===== src/logic/facr_pkg.sv =====
// package for the fan acoustics and test register bank
// assumes a 25 MHz clock and an 8-bit register port
package facr_pkg;
  localparam logic [7:0] FACR_ADDR_ACOUSTIC = 8'h1B;
  localparam logic [7:0] FACR_ADDR_FWTEST   = 8'h1C;
  localparam logic [7:0] FACR_ADDR_FANMAP   = 8'h1D;
  localparam logic [7:0] FACR_RESET_VAL     = 8'h00;
  localparam int         FACR_EN3_BIT       = 0;
  localparam int         FACR_EN4_BIT       = 1;
  localparam int         FACR_RATE3_LSB     = 2;
  localparam int         FACR_RATE4_LSB     = 5;
  localparam int         FACR_NUM_FANS      = 8;
  // time slot of the ramp, figure in ms
  // 200 ms slots make a one-step ramp from a third to full duty ~34 s
  localparam int         FACR_CLK_HZ        = 25000000;
  localparam int         FACR_SLOT_MS       = 200;
  localparam int         FACR_SLOT_CYC      = FACR_SLOT_MS * (FACR_CLK_HZ / 1000);
  localparam int         FACR_SLOW_FACTOR   = 4;
  // freewheel timeouts in ms, code 001..111
  localparam int         FACR_TO_MS1        = 100;
  localparam int         FACR_TO_MS2        = 250;
  localparam int         FACR_TO_MS3        = 400;
  localparam int         FACR_TO_MS4        = 667;
  localparam int         FACR_TO_MS5        = 1000;
  localparam int         FACR_TO_MS6        = 2000;
  localparam int         FACR_TO_MS7        = 32000;
  localparam int         FACR_MS_CYC        = FACR_CLK_HZ / 1000;
  typedef enum logic [1:0] {FACR_IDLE, FACR_RUN} facr_test_t;
endpackage


===== src/logic/facr_regs.sv =====
// register bank: acoustic ramp setup, freewheel trigger, fan map
// assumes single-cycle strobes; read data valid the cycle after
// Operation
// - bit 0 of the acoustic register enables smoothing on channel 3.
// - bit 1 of the acoustic register enables smoothing on channel 4.
// - bits 4 to 2 pick the ramp rate of channel 3, reset 000.
// - bits 7 to 5 pick the ramp rate of channel 4, reset 000.
// - rate codes 0 to 7 give steps 1,2,3,5,8,12,24,48 per slot.
// - writing 1 to a freewheel bit starts that test; it self clears.
// - all three registers are 0x00 at reset and on software reinit.
// - freewheel test length comes from the spin-up timeout code.
// - the slow bit stretches the ramp slot by four.
module facr_regs (
  // clock and reset
  input  wire logic        clk,
  input  wire logic        rst_n,
  input  wire logic        software_reinit,
  input  wire logic        reg_lock,
  // register port
  input  wire logic [7:0]  addr,
  input  wire logic [7:0]  wdata,
  input  wire logic        wr_en,
  input  wire logic        rd_en,
  output logic      [7:0]  rdata,
  // per-channel inputs
  input  wire logic [1:0]  slow_ramp,
  input  wire logic [7:0]  target_duty_ch3,
  input  wire logic [7:0]  target_duty_ch4,
  input  wire logic [23:0] spinup_timeout,
  // outputs
  output logic      [7:0]  duty_ch3,
  output logic      [7:0]  duty_ch4,
  output logic      [7:0]  freewheel_active,
  output logic      [7:0]  fan_installed
);
  logic [7:0]  acoustic_reg;
  logic [7:0]  fwtest_reg;
  logic [7:0]  fanmap_reg;
  logic        lock_reg;
  logic        wr_ok;
  logic [31:0] slot_cnt_reg;
  logic        base_tick;
  logic [1:0]  slow_cnt_reg [2];
  logic [1:0]  slot_tick;

  assign wr_ok = wr_en && !lock_reg;

  // lock holds until the next power-on reset, not software reinit
  always_ff @(posedge clk) begin
    if (!rst_n) begin
      lock_reg <= 1'b0;
    end else if (reg_lock) begin
      lock_reg <= 1'b1;
    end
  end

  always_ff @(posedge clk) begin
    if (!rst_n || software_reinit) begin
      acoustic_reg <= facr_pkg::FACR_RESET_VAL;
    end else if (wr_ok && addr == facr_pkg::FACR_ADDR_ACOUSTIC) begin
      acoustic_reg <= wdata;
    end
  end

  always_ff @(posedge clk) begin
    if (!rst_n || software_reinit) begin
      fanmap_reg <= facr_pkg::FACR_RESET_VAL;
    end else if (wr_ok && addr == facr_pkg::FACR_ADDR_FANMAP) begin
      fanmap_reg <= wdata;
    end
  end
  assign fan_installed = fanmap_reg;

  // base slot tick shared by both ramp channels
  always_ff @(posedge clk) begin
    if (!rst_n || slot_cnt_reg == 32'(facr_pkg::FACR_SLOT_CYC - 1)) begin
      slot_cnt_reg <= 32'h0;
    end else begin
      slot_cnt_reg <= slot_cnt_reg + 32'h1;
    end
  end
  assign base_tick = slot_cnt_reg == 32'(facr_pkg::FACR_SLOT_CYC - 1);

  genvar c;
  generate
    for (c = 0; c < 2; c++) begin : g_slow
      always_ff @(posedge clk) begin
        if (!rst_n) begin
          slow_cnt_reg[c] <= 2'h0;
        end else if (base_tick) begin
          slow_cnt_reg[c] <= slow_cnt_reg[c] + 2'h1;
        end
      end
      // slow mode passes every fourth base tick
      assign slot_tick[c] = base_tick && (!slow_ramp[c] ||
        slow_cnt_reg[c] == 2'(facr_pkg::FACR_SLOW_FACTOR - 1));
    end
  endgenerate

  facr_ramp u_ramp3 (
    .clk         (clk),
    .rst_n       (rst_n),
    .smooth_on   (acoustic_reg[facr_pkg::FACR_EN3_BIT]),
    .rate_code   (acoustic_reg[facr_pkg::FACR_RATE3_LSB +: 3]),
    .slot_tick   (slot_tick[0]),
    .target_duty (target_duty_ch3),
    .duty_out    (duty_ch3)
  );

  facr_ramp u_ramp4 (
    .clk         (clk),
    .rst_n       (rst_n),
    .smooth_on   (acoustic_reg[facr_pkg::FACR_EN4_BIT]),
    .rate_code   (acoustic_reg[facr_pkg::FACR_RATE4_LSB +: 3]),
    .slot_tick   (slot_tick[1]),
    .target_duty (target_duty_ch4),
    .duty_out    (duty_ch4)
  );

  // freewheel test: one timer per fan
  genvar f;
  generate
    for (f = 0; f < facr_pkg::FACR_NUM_FANS; f++) begin : g_fw
      logic [31:0] to_cyc;
      logic [31:0] tcnt_reg;
      logic        done;
      always_comb begin
        unique case (spinup_timeout[3*f +: 3])
          3'h0: to_cyc = 32'h0;
          3'h1: to_cyc = 32'(facr_pkg::FACR_TO_MS1 * facr_pkg::FACR_MS_CYC);
          3'h2: to_cyc = 32'(facr_pkg::FACR_TO_MS2 * facr_pkg::FACR_MS_CYC);
          3'h3: to_cyc = 32'(facr_pkg::FACR_TO_MS3 * facr_pkg::FACR_MS_CYC);
          3'h4: to_cyc = 32'(facr_pkg::FACR_TO_MS4 * facr_pkg::FACR_MS_CYC);
          3'h5: to_cyc = 32'(facr_pkg::FACR_TO_MS5 * facr_pkg::FACR_MS_CYC);
          3'h6: to_cyc = 32'(facr_pkg::FACR_TO_MS6 * facr_pkg::FACR_MS_CYC);
          3'h7: to_cyc = 32'(facr_pkg::FACR_TO_MS7 * facr_pkg::FACR_MS_CYC);
        endcase
      end
      // no-timeout code ends the test after one cycle
      assign done = fwtest_reg[f] && (tcnt_reg + 32'h1 >= to_cyc);
      always_ff @(posedge clk) begin
        if (!rst_n || !fwtest_reg[f]) begin
          tcnt_reg <= 32'h0;
        end else begin
          tcnt_reg <= tcnt_reg + 32'h1;
        end
      end
      // a new write of 1 in the finishing cycle wins over the self clear
      always_ff @(posedge clk) begin
        if (!rst_n || software_reinit) begin
          fwtest_reg[f] <= facr_pkg::FACR_RESET_VAL[f];
        end else if (wr_ok && addr == facr_pkg::FACR_ADDR_FWTEST) begin
          fwtest_reg[f] <= wdata[f];
        end else if (done) begin
          fwtest_reg[f] <= 1'b0;
        end
      end
    end
  endgenerate
  assign freewheel_active = fwtest_reg;

  always_ff @(posedge clk) begin
    if (!rst_n) begin
      rdata <= 8'h00;
    end else if (rd_en) begin
      unique case (addr)
        facr_pkg::FACR_ADDR_ACOUSTIC: rdata <= acoustic_reg;
        facr_pkg::FACR_ADDR_FWTEST:   rdata <= fwtest_reg;
        facr_pkg::FACR_ADDR_FANMAP:   rdata <= fanmap_reg;
        default:                      rdata <= 8'h00;
      endcase
    end else begin
      rdata <= 8'h00;
    end
  end

  property p_reinit_clears;
    @(posedge clk) disable iff (!rst_n)
      software_reinit |=> acoustic_reg == 8'h00 && fanmap_reg == 8'h00 &&
      fwtest_reg == 8'h00;
  endproperty
  a_reinit_clears: assert property (p_reinit_clears)
    else $error("registers not cleared by reinit");

  property p_lock_blocks;
    @(posedge clk) disable iff (!rst_n)
      lock_reg && !software_reinit |=> $stable(fanmap_reg);
  endproperty
  a_lock_blocks: assert property (p_lock_blocks)
    else $error("locked register changed");

  property p_map_write;
    @(posedge clk) disable iff (!rst_n)
      wr_ok && !software_reinit && addr == facr_pkg::FACR_ADDR_FANMAP
      |=> fanmap_reg == $past(wdata);
  endproperty
  a_map_write: assert property (p_map_write)
    else $error("fan map did not take write");

  property p_duty_limit;
    @(posedge clk) disable iff (!rst_n)
      acoustic_reg[0] && $past(acoustic_reg[0]) && duty_ch3 > $past(duty_ch3)
      |-> duty_ch3 - $past(duty_ch3) <= 8'h30;
  endproperty
  a_duty_limit: assert property (p_duty_limit)
    else $error("ramp step too large");

  property p_ramp_off;
    @(posedge clk) disable iff (!rst_n)
      // sampled reset keeps the release edge out, when duty is still zero
      rst_n && !acoustic_reg[1] && $stable(target_duty_ch4) &&
      !$past(acoustic_reg[1]) |=> duty_ch4 == $past(target_duty_ch4);
  endproperty
  a_ramp_off: assert property (p_ramp_off)
    else $error("duty not direct with smoothing off");

  property p_no_tick_hold;
    @(posedge clk) disable iff (!rst_n)
      acoustic_reg[0] && !slot_tick[0] && target_duty_ch3 > duty_ch3
      |=> duty_ch3 == $past(duty_ch3);
  endproperty
  a_no_tick_hold: assert property (p_no_tick_hold)
    else $error("duty moved without slot");

  property p_slow_tick;
    @(posedge clk) disable iff (!rst_n)
      slow_ramp[0] && slot_tick[0] |-> slow_cnt_reg[0] == 2'h3;
  endproperty
  a_slow_tick: assert property (p_slow_tick)
    else $error("slow ramp ticked early");

  property p_fw_clear;
    @(posedge clk) disable iff (!rst_n)
      g_fw[0].done && !wr_ok && !software_reinit |=> !fwtest_reg[0];
  endproperty
  a_fw_clear: assert property (p_fw_clear)
    else $error("freewheel bit did not self clear");

  property p_fw_zero_to;
    @(posedge clk) disable iff (!rst_n)
      fwtest_reg[1] && spinup_timeout[5:3] == 3'h0 |-> g_fw[1].done;
  endproperty
  a_fw_zero_to: assert property (p_fw_zero_to)
    else $error("no-timeout test not ended");
endmodule


===== src/logic/facr_ramp.sv =====
// one duty ramp channel for the acoustic smoothing mode
// assumes a slot tick from the register bank
module facr_ramp (
  // clock and reset
  input  wire logic       clk,
  input  wire logic       rst_n,
  // control
  input  wire logic       smooth_on,
  input  wire logic [2:0] rate_code,
  input  wire logic       slot_tick,
  input  wire logic [7:0] target_duty,
  // result
  output logic      [7:0] duty_out
);
  logic [7:0] step;
  logic [8:0] sum;

  always_comb begin
    unique case (rate_code)
      3'h0: step = 8'h01;
      3'h1: step = 8'h02;
      3'h2: step = 8'h03;
      3'h3: step = 8'h05;
      3'h4: step = 8'h08;
      3'h5: step = 8'h0C;
      3'h6: step = 8'h18;
      3'h7: step = 8'h30;
    endcase
  end

  assign sum = {1'b0, duty_out} + {1'b0, step};

  // falling duty is not smoothed, only rises are limited
  always_ff @(posedge clk) begin
    if (!rst_n) begin
      duty_out <= 8'h00;
    end else if (!smooth_on || target_duty <= duty_out) begin
      duty_out <= target_duty;
    end else if (slot_tick) begin
      if (sum >= {1'b0, target_duty}) begin
        duty_out <= target_duty;
      end else begin
        duty_out <= sum[7:0];
      end
    end
  end
endmodule


===== config.mk =====
export PLATFORM = sky130hd
export DESIGN_NAME = facr_regs
export DESIGN_NICKNAME = d
export VERILOG_FILES = /design/src/logic/facr_pkg.sv /design/src/logic/facr_regs.sv /design/src/logic/facr_ramp.sv
export SDC_FILE = /design/constraint.sdc
export NUM_CORES = 1
export LEC_CHECK = 0
export BUFFER_PORTS_ARGS = -buffer_cell sky130_fd_sc_hd__buf_2
export CAP_MARGIN = 20
export CORE_MARGIN = 4
export CORE_UTILIZATION = 38
export CTS_CLUSTER_SIZE = 40
export DETAILED_ROUTE_END_ITERATION = 8
export PLACE_DENSITY_LB_ADDON = 0.05
export SYNTH_ARGS = -nofsm -noshare
export SYNTH_HDL_FRONTEND = slang
export SYNTH_SLANG_ARGS = --single-unit

===== constraint.sdc =====
create_clock -name clk -period 3.4 [get_ports clk]
set_clock_uncertainty 0.15 [all_clocks]
set_input_delay 0.17 -clock clk [delete_from_list [all_inputs] [get_ports clk]]
set_output_delay 0.17 -clock clk [all_outputs]
set_load 0.005 [all_outputs]

==> After elaboration in Yosys (flattened, before gate mapping) <==
Memories as Yosys holds them, arrays and structs flattened. A register that Yosys moved wholly into a read port is not among the register bits.
Cells that the tools add are included.
{ "totals": {"n_memories": 11, "romBits": 1760, "in_bits": 64, "elab_cells": 153, "mem_bits_rw": 4, "output_inout_bits": 40, "register_bits": 337} }
{ "memory_table": {"columns": ["name", "words", "word_bits", "rd", "rd_clocked_by_memory_dff", "wr", "line_no", "source"], "rows": [
  ["(name not given)", 8, 26, 1, 0, 0, "facr_regs.sv:128", "unique case (spinup_timeout[3*f +: 3])"],
  ["(name not given)", 8, 26, 1, 0, 0, "facr_regs.sv:128", null],
  ["(name not given)", 8, 26, 1, 0, 0, "facr_regs.sv:128", null],
  ["(name not given)", 8, 26, 1, 0, 0, "facr_regs.sv:128", null],
  ["(name not given)", 8, 26, 1, 0, 0, "facr_regs.sv:128", null],
  ["(name not given)", 8, 26, 1, 0, 0, "facr_regs.sv:128", null],
  ["+5 memories", null, null, null, null, null, null, null]
]} }
{ "op_classes": {"magnitude_cmp": 12, "bitwise_logic": 2, "eq_ne": 6, "add_sub_neg": 13, "n_mux": 33, "reduce_logical": 53} }
{ "ops": {"columns": ["cell", "n"], "rows": [
  ["32-bit by 1-bit adder with 32-bit output (second input constant)", 9],
  ["32-bit greater-or-equal comparator", 8],
  ["8-bit 2-to-1 mux", 6],
  ["32-bit by 23-bit == test with 1-bit output (second input constant)", 1],
  ["8-bit by 5-bit == test with 1-bit output (second input constant)", 3],
  ["8-bit case mux with 3 select lines", 1],
  ["1-bit 2-to-1 mux", 20],
  ["2-bit nonzero test", 10],
  ["8-bit by 8-bit adder with 9-bit output", 2],
  ["9-bit by 8-bit greater-or-equal comparator with 1-bit output", 2],
  ["8-bit less-or-equal comparator", 2],
  ["1-bit logical AND", 14],
  ["1-bit zero test", 14],
  ["1-bit logical OR", 14],
  ["3-bit 2-to-1 mux", 4],
  ["2-bit by 1-bit adder with 2-bit output (second input constant)", 2],
  ["2-bit == test (second input constant)", 2],
  ["2-bit 2-to-1 mux", 2],
  ["1-bit bitwise OR", 2],
  ["2-bit AND reduction", 1]
]} }

==> Depth between registers and ports, before layout <==
Gate-level depths: netlist of run 1.
An unclocked memory read counts as a cell.
{ "depth": {"depth_word": 6, "ltp_mapped": 15, "ltp_nobuf": 14} }

==> Hierarchy <==
A second synthesis of run 1 with hierarchy kept.
{ "hier_totals": {"cells_unflattened": 2632, "area_unflattened_um2": 22775.6} }
{ "modules_own_cells": {"columns": ["mod", "cells_each", "seq_area_each_um2", "instances", "area_each_um2"], "rows": [
  ["facr_regs", 2358, 6546.3, 1, 20475.9],
  ["facr_ramp", 137, 160.2, 2, 1149.9]
]} }

==> Worst setup path after synthesis of run 1 <==
OpenSTA, ideal clock, no wires.
{ "synth_path": {"path_type": "register to register", "startpoint": "reg g_fw[7].tcnt_reg[0]", "endpoint": "reg fwtest_reg[7], in the netlist freewheel_active[7]", "setup_time_ps": 74, "n_path_buf": 0, "period_less_slack_ps": 3553, "t_arrival_ps": 3328, "setup_slack_ps": -153, "stages_incl_launch_ff": 14, "t_required_ps": 3176, "cell_sequence": "dfxtp_1 and3_1 nand3_1 or4_4 or3_4 xnor2_1 ha_1 nand2_1 nor2_1 a2111oi_0 a211oi_1 a2111oi_0 o311ai_0 a31oi_1"} }
{ "synth_via": {"elab_chain_cells": 4} }
{ "synth_lines": {"columns": ["item", "line_no", "source"], "rows": [
  ["start, declared", "facr_regs.sv:125", "logic [31:0] tcnt_reg;"],
  ["start signal, assigned", "facr_regs.sv:145", "tcnt_reg <= tcnt_reg + 32'h1;"],
  ["32-bit by 1-bit adder with 32-bit output", "facr_regs.sv:140", "assign done = fwtest_reg[f] && (tcnt_reg + 32'h1 >= to_cyc);"],
  ["32-bit greater-or-equal comparator", "facr_regs.sv:140", null],
  ["1-bit logical AND", "facr_regs.sv:140", null],
  ["2-bit nonzero test (no source line)", null, null],
  ["end signal, assigned by index", "facr_regs.sv:151", "fwtest_reg[f] <= facr_pkg::FACR_RESET_VAL[f];"],
  ["end signal, assigned by index", "facr_regs.sv:153", "fwtest_reg[f] <= wdata[f];"],
  ["end, declared", "facr_regs.sv:37", "logic [7:0] fwtest_reg;"]
]} }
No other way between the ends.
A chain may end at the register's enable or synchronous reset.

==> Worst setup path after layout of run 1 <==
{ "layout_path": {"startpoint": "reg g_fw[7].tcnt_reg[11]", "endpoint": "reg fwtest_reg[7], in the netlist freewheel_active[7]"} }
Same word-level chain as after synthesis.

==> results_dict.tcl, run 1 <==
set metrics [dict create \
    status "finished with violations" \
    worst_pin_slew_ns 1.08 \
    finalMaxSlewViolations 0 \
    hp-start "software_reinit" \
    drc 0 \
    async_flop_share 0 \
    fin_util 0.474 \
    ff2ff_path_depth 11 \
    finalSetupViolCount 1 \
    num-fill-cells 5755 \
    ios 104 \
    yosysUniqueCellTypes 64 \
    postLayoutCellArea_mm2 0.0281 \
    initial_core_util 0.385 \
    cp_num_cells 11 \
    cts.htree.levels 2 \
    core_mm2 0.0592 \
    cts.clk_slew.worst_paths_ns 0.06 \
    die_area_mm2 0.0641 \
    clk_root_buffer_cell "clkbuf_16" \
    cts_tree "done" \
    tritoncts.num_buffers 45 \
    synth_top_family_by_area "simple AND/OR/NAND/NOR gates" \
    synth_mux_area_frac 0.0194 \
    hold_violations 0 \
    port_buffers 103 \
    cellLeakagePower_nw 12.0 \
    slowest_delay_ns 0.57 \
    post-place-ws_ns -0.337 \
    wl_per_cell_um 15.9 \
    cp_data_arrival_time_ns 3.84 \
    antenna_left 0 \
    crit_start "g_fw[7].tcnt_reg[11]" \
    drive_gt1_frac 0.166 \
    grt_overflow_total 0 \
    place.gp.congestion 0.873 \
    crit_path_max_fanout 4 \
    max_freq_ghz 0.284 \
    synth_ff_type "dfxtp_1" \
    start_kind "flip-flop" \
    crit_chain "and4_4 -> nand3_4 -> or4_4 -> or3_4 -> nor3_4 -> xor2_2 -> ha_1 -> nand3_2 -> or4_4 -> o311ai_4 -> a31oi_1" \
    drt-initial-drc-count 629 \
    fin_nets 3366 \
    maxCapViolCount 0 \
    slowest_stage "or4_4" \
    cp_num_buf_inv 0 \
    synth_compound_area_frac 0.0915 \
    largest_reg_flops 256 \
    violations "setup timing" \
    r2r-start "g_fw[7].tcnt_reg[11]" \
    synth-adder-area-share 0.178 \
    ir_drop_mv 0.310 \
    wirelength_mm 60.1 \
    routed_via_density 5.08 \
    synthXorXnorAreaFrac 0.108 \
    firstDrtPassIters 5 \
    clkLatencyLatePin_ns 0.58 \
    hold_class "input pin to flip-flop" \
    syn_area_mm2 0.0228 \
    finalPower_w 0.00974 \
    most-common-layout-cells "dfxtp_1, ha_1, nor2b_1" \
    setup_ws_ns -0.125 \
    grt_start_max_net_pins 32 \
    crit_required_ns 3.72 \
    syn-num-nets 3046 \
    grt_use_total 0.184 \
    worstSetupEndpointType "flip-flop" \
    layout-area-overhead-vs-synth_pct 22.9 \
    vias 19200 \
    grt_pass1_wl_mm 97.4 \
    die_h_um 253 \
    synth_edf_count 4 \
    cp_top_family "simple AND/OR/NAND/NOR gates" \
    syn_avg_cell_area_um2 8.59 \
    placed_area_mm2 0.0254 \
    clockBufferDepth 3 \
    hold_depth 4 \
    power-per-cell-area_mw_per_mm2 347 \
    final_common_cell "dfxtp_1" \
    cpMostUsedCell "or4_4" \
    netlist_instances 2659 \
    ys_seq_area_frac 0.311 \
    grt_pass1_vias 19100 \
    antenna_found_initial 1 \
    die_w_um 253 \
    dpl.hpwl_mm 46.3 \
    path_class "flip-flop to flip-flop" \
    yosys.area_share.simple 0.266 \
    maxSlewHeadroom 0.274 \
    fin_crit_ns 3.52 \
    rows 89 \
    diodes 0 \
    clock-sinks 353 \
    ys_seq_elements 353 \
    grt_setup_unrepaired "yes" \
    fin_crit_sh 1.04 \
    yosysWarnings 0 \
]
-- worst register-to-register path, stage by stage (launching register included) --
cell and delay, ns:
dfxtp_2 0.32, and4_4 0.25, nand3_4 0.08, or4_4 0.57, or3_4 0.45, nor3_4 0.18
xor2_2 0.11, ha_1 0.32, nand3_2 0.08, or4_4 0.53, o311ai_4 0.28, a31oi_1 0.11
-- what timing repair did --
| action | in CTS | in global routing |
|---|---|---|
| gates resized for setup | 10 | 119 |
| hold buffers | 31 | 0 |
| pin swaps | 10 | 67 |
| setup endpoints to repair | 16 | 24 |
| hold endpoints to repair | 50 | 0 |
| setup buffers | 1 | 17 |
-- layout make-up --
class	count	area [um2]	area share
clock inverters	19	210	0.00749
clock buffers	63	1270	0.0454
flip-flops and latches	353	7130	0.254
multi-input cells	2148	15700	0.559
repair buffers	329	2410	0.0858
inverters	102	383	0.0136
well taps	773	967	0.0345
-- worst paths after layout --
| kind | slack, ns | endpoint |
|---|---|---|
| worst max-delay path | -0.12 | freewheel_active[7] |
| worst min register to register | 0.29 | g_fw[2].tcnt_reg[0] |
| worst min-delay path | 0.08 | acoustic_reg[1] |
| worst max register to register | -0.12 | freewheel_active[7] |
-- synth_stat cells, drive strengths merged (12+ instances only) --
cell    instances  area [um2]
nand2         217         815
or2            12        75.1
a21o           29         218
a31oi          15        93.8
inv           102         383
clkbuf         56         210
nand2b         28         175
xnor2         164        1440
nand3         117         591
nor4           24         193
nand4          94         588
mux2i          42         420
ha            321        4020
o21ai         101         505
dfxtp         349        6990
xor2          117        1020
a211oi         19         143
and4           36         315
nor2          231         867
nor3           50         255
a21oi         111         556
and2           23         144
and3           52         325
nor2b         237        1480
-- power by group --
group          total (W)  internal, W  leakage [nW]  switching, W
Sequential       0.00418      0.00416          2.86     0.0000191
Combinational   0.000731     0.000307          8.44      0.000424
Clock            0.00483      0.00286         0.722       0.00197
Total            0.00974      0.00733          12.0       0.00241
-- layer usage --
layer / global-route usage / up-vias / part of all wire
met3: 0.0235 / 71 / 0.031
met5: 0 / - / 0
met4: 0.0463 / 0 / 0.021
met1: 0.265 / 8989 / 0.52
met2: 0.291 / 217 / 0.43
li1: - / 9969 / -
-- cells by family (layout without fill, tap and decap cells) --
kind of cell    after synthesis  after routing
xor+xnor                    281            281
compound gates              347            347
simple gates               1153           1153
flops                       353            353
mux                          44             44
fa+ha+maj                   323            323
buf+inv                     158            513
-- per-stage QoR --
| stage | hold slack, ns | instances | TNS (ns) |
|---|---|---|---|
| floorplan | 0.128 | 2659 | -0.114 |
| global placement | 0.255 | 3649 | -0.258 |
| detailed placement | 0.249 | 3649 | -0.790 |
| CTS | 0.0568 | 3763 | -0.171 |
| global route | 0.110 | 3787 | -0.415 |
| finish | 0.0816 | 3787 | -0.125 |
No activity file was read; power rests on OpenSTA's default activity.
==> inputs of run 2 (changes only) <==
CAP_MARGIN = 30   (was 20)
CELL_PAD_IN_SITES_DETAIL_PLACEMENT = 2   (was unset)
CELL_PAD_IN_SITES_GLOBAL_PLACEMENT = 2   (was unset)
CORE_UTILIZATION = 35   (was 38)
MAX_ROUTING_LAYER = met4   (was unset)
==> run 2 against run 1 <==
  * Sequential power about the same
  * Core utilization shrank 2.9 points
  * Largest power group unchanged
  * Largest cell class unchanged
  * Die area increased by 8.3%
  * Critical path type unchanged
  * Register-to-register slack lost 0.098 ns
  * The flow still finishes with violations (setup timing)
  * Wire length grew 29%
  * Sequential share of layout area fell by 0.51 points
  * Count of clock-buffer cells in the layout is 7 higher
==> results_dict.tcl, run 2 (synthesis gave the netlist of run 1 again) <==
set metrics [dict create \
    ios 104 \
    comb_power_share 0.074 \
    wl_per_cell_um 19.9 \
    drive_gt1_frac 0.190 \
    num-fill-cells 7050 \
    tns_ns -0.256 \
    slowest_stage "or4_4" \
    rrSetupSlack_ns -0.22 \
    most-common-layout-cells "dfxtp_1, ha_1, nor2b_1" \
    grt_setup_unrepaired "yes" \
    p_int_w 0.00796 \
    worst_pin_slew_ns 0.827 \
    fin_crit_ns 3.62 \
    layout-area-overhead-vs-synth_pct 25.6 \
    grt_overflow_total 0 \
    antenna_left 0 \
    cp_data_arrival_time_ns 3.94 \
    crit_chain "and4_4 -> nand3_2 -> or4_4 -> or3_4 -> xnor2_4 -> ha_4 -> buf_6 -> nand4_1 -> or4_4 -> o311ai_4 -> a31oi_1" \
    die_area_mm2 0.0694 \
    grt_start_max_net_pins 35 \
    clockBufferDepth 3 \
    status "finished with violations" \
    finalSetupViolCount 2 \
    cpMostUsedCell "or4_4" \
    largest_reg_flops 256 \
    cellLeakagePower_nw 12.2 \
    port_buffers 103 \
    finalMaxSlewViolations 0 \
    clkLatencyLatePin_ns 0.59 \
    timing.rr.end "freewheel_active[7]" \
    ir_drop_mv 0.344 \
    crit_start "g_fw[7].tcnt_reg[10]" \
    place.gp.congestion 0.859 \
    grt_pass1_wl_mm 123 \
    hold_class "input pin to flip-flop" \
    r2r-start "g_fw[7].tcnt_reg[10]" \
    p_sw_w 0.00251 \
    cts_tree "done" \
    dpl.cell_count 3748 \
    netSwitchingFraction 0.240 \
    hold_violations 0 \
    core_mm2 0.0645 \
    die_w_um 263 \
    grt_pass1_vias 22700 \
    stdcell_count 3892 \
    fin_nets 3384 \
    drt-initial-drc-count 614 \
    max_freq_ghz 0.276 \
    power-per-cell-area_mw_per_mm2 365 \
    final_common_cell "dfxtp_1" \
    path_class "flip-flop to flip-flop" \
    die_h_um 263 \
    initial_core_util 0.354 \
    dpl.hpwl_mm 58.2 \
    grt_use_total 0.220 \
    post-place-ws_ns -0.488 \
    vias 20300 \
    violations "setup timing" \
    rows 93 \
    ff2ff_path_depth 11 \
    crit_required_ns 3.71 \
    clk_root_buffer_cell "clkbuf_16" \
    maxCapViolCount 0 \
    crit_path_max_fanout 3 \
    antenna_found_initial 8 \
    clockPowerShare 0.526 \
    slowest_delay_ns 0.60 \
    setup_ws_ns -0.223 \
    cts.htree.levels 2 \
    cp-endpoint "freewheel_active[7]" \
    maxSlewHeadroom 0.448 \
    worstSetupEndpointType "flip-flop" \
    start_kind "flip-flop" \
    clock-sinks 353 \
    firstDrtPassIters 4 \
    pwr-share-seq 0.399 \
    drc 0 \
    routed_via_density 5.22 \
    wirelength_mm 77.5 \
    fin_crit_sh 1.07 \
    tritoncts.num_buffers 47 \
    cts.clk_slew.worst_paths_ns 0.06 \
]
[run 2: layer usage]
layer | track usage | wire (um)
met4 | 0.0481 | 1690
met3 | 0.0282 | 2040
met2 | 0.393 | 39100
met5 | - | 0
met1 | 0.267 | 34700
[run 2: critical path, delay by kind of cell (launching register included)]
family | cells | cell delay (ns)
flip-flops | 1 | 0.33
adder cells (fa/ha/maj) | 1 | 0.32
XOR/XNOR | 1 | 0.19
AND/OR/NAND/NOR | 6 | 2.00
AO/OA/AOI/OAI | 2 | 0.41
buffers and inverters | 1 | 0.10
[run 2: worst min-delay path by stage]
stage                          end  cells past startpoint     start
2_1_floorplan  freewheel_active[1]                      2  wdata[1]
3_3_place_gp              lock_reg                      3  reg_lock
3_5_place_dp              lock_reg                      3  reg_lock
4_1_cts                   rdata[0]                      3     rd_en
5_1_grt        g_fw[5].tcnt_reg[1]                      2     rst_n
6_report                  rdata[0]                      3     rd_en
[run 2: metrics by stage]
step | cell area [um2] | util | power (W) | hold slack (ns)
2_1_floorplan | 22900 | - | 0.00470 | 0.128
3_3_place_gp | 25600 | 0.397 | 0.00495 | 0.224
3_5_place_dp | 25600 | 0.398 | 0.00499 | 0.235
4_1_cts | 28000 | 0.434 | 0.0106 | 0.00827
5_1_grt | 28700 | 0.445 | 0.0109 | 0.0394
6_report | 28700 | 0.445 | 0.0105 | 0.0179
[run 2: timing repair]
item                       4_1_cts  5_1_grt
hold endpoints to repair        46        0
gates cloned                     0        0
pin swaps                       29       71
setup endpoints to repair       22       23
buffers inserted                 6       20
gates resized for setup         67      129
hold buffers                    29        0
[run 2: layout make-up]
cell class              count  area (um2)  share of cell area
multi-input cells        2148       16000               0.557
flip-flops and latches    353        7140               0.249
repair buffers            345        2420              0.0845
clock buffers              70        1390              0.0483
well taps                 855        1070              0.0373
inverters                 102         383              0.0133
clock inverters            15         305              0.0106
diodes                      4        10.0            0.000349
[run 2: power groups by stage]
stage / clock (W) / combinational [W] / sequential (W)
after CTS: 0.00568 / 0.000767 / 0.00418
final: 0.00551 / 0.000778 / 0.00418
after floorplan: 0 / 0.000430 / 0.00427
after global routing: 0.00586 / 0.000886 / 0.00418
after global placement: 0 / 0.000680 / 0.00427
after detailed placement: 0 / 0.000723 / 0.00427
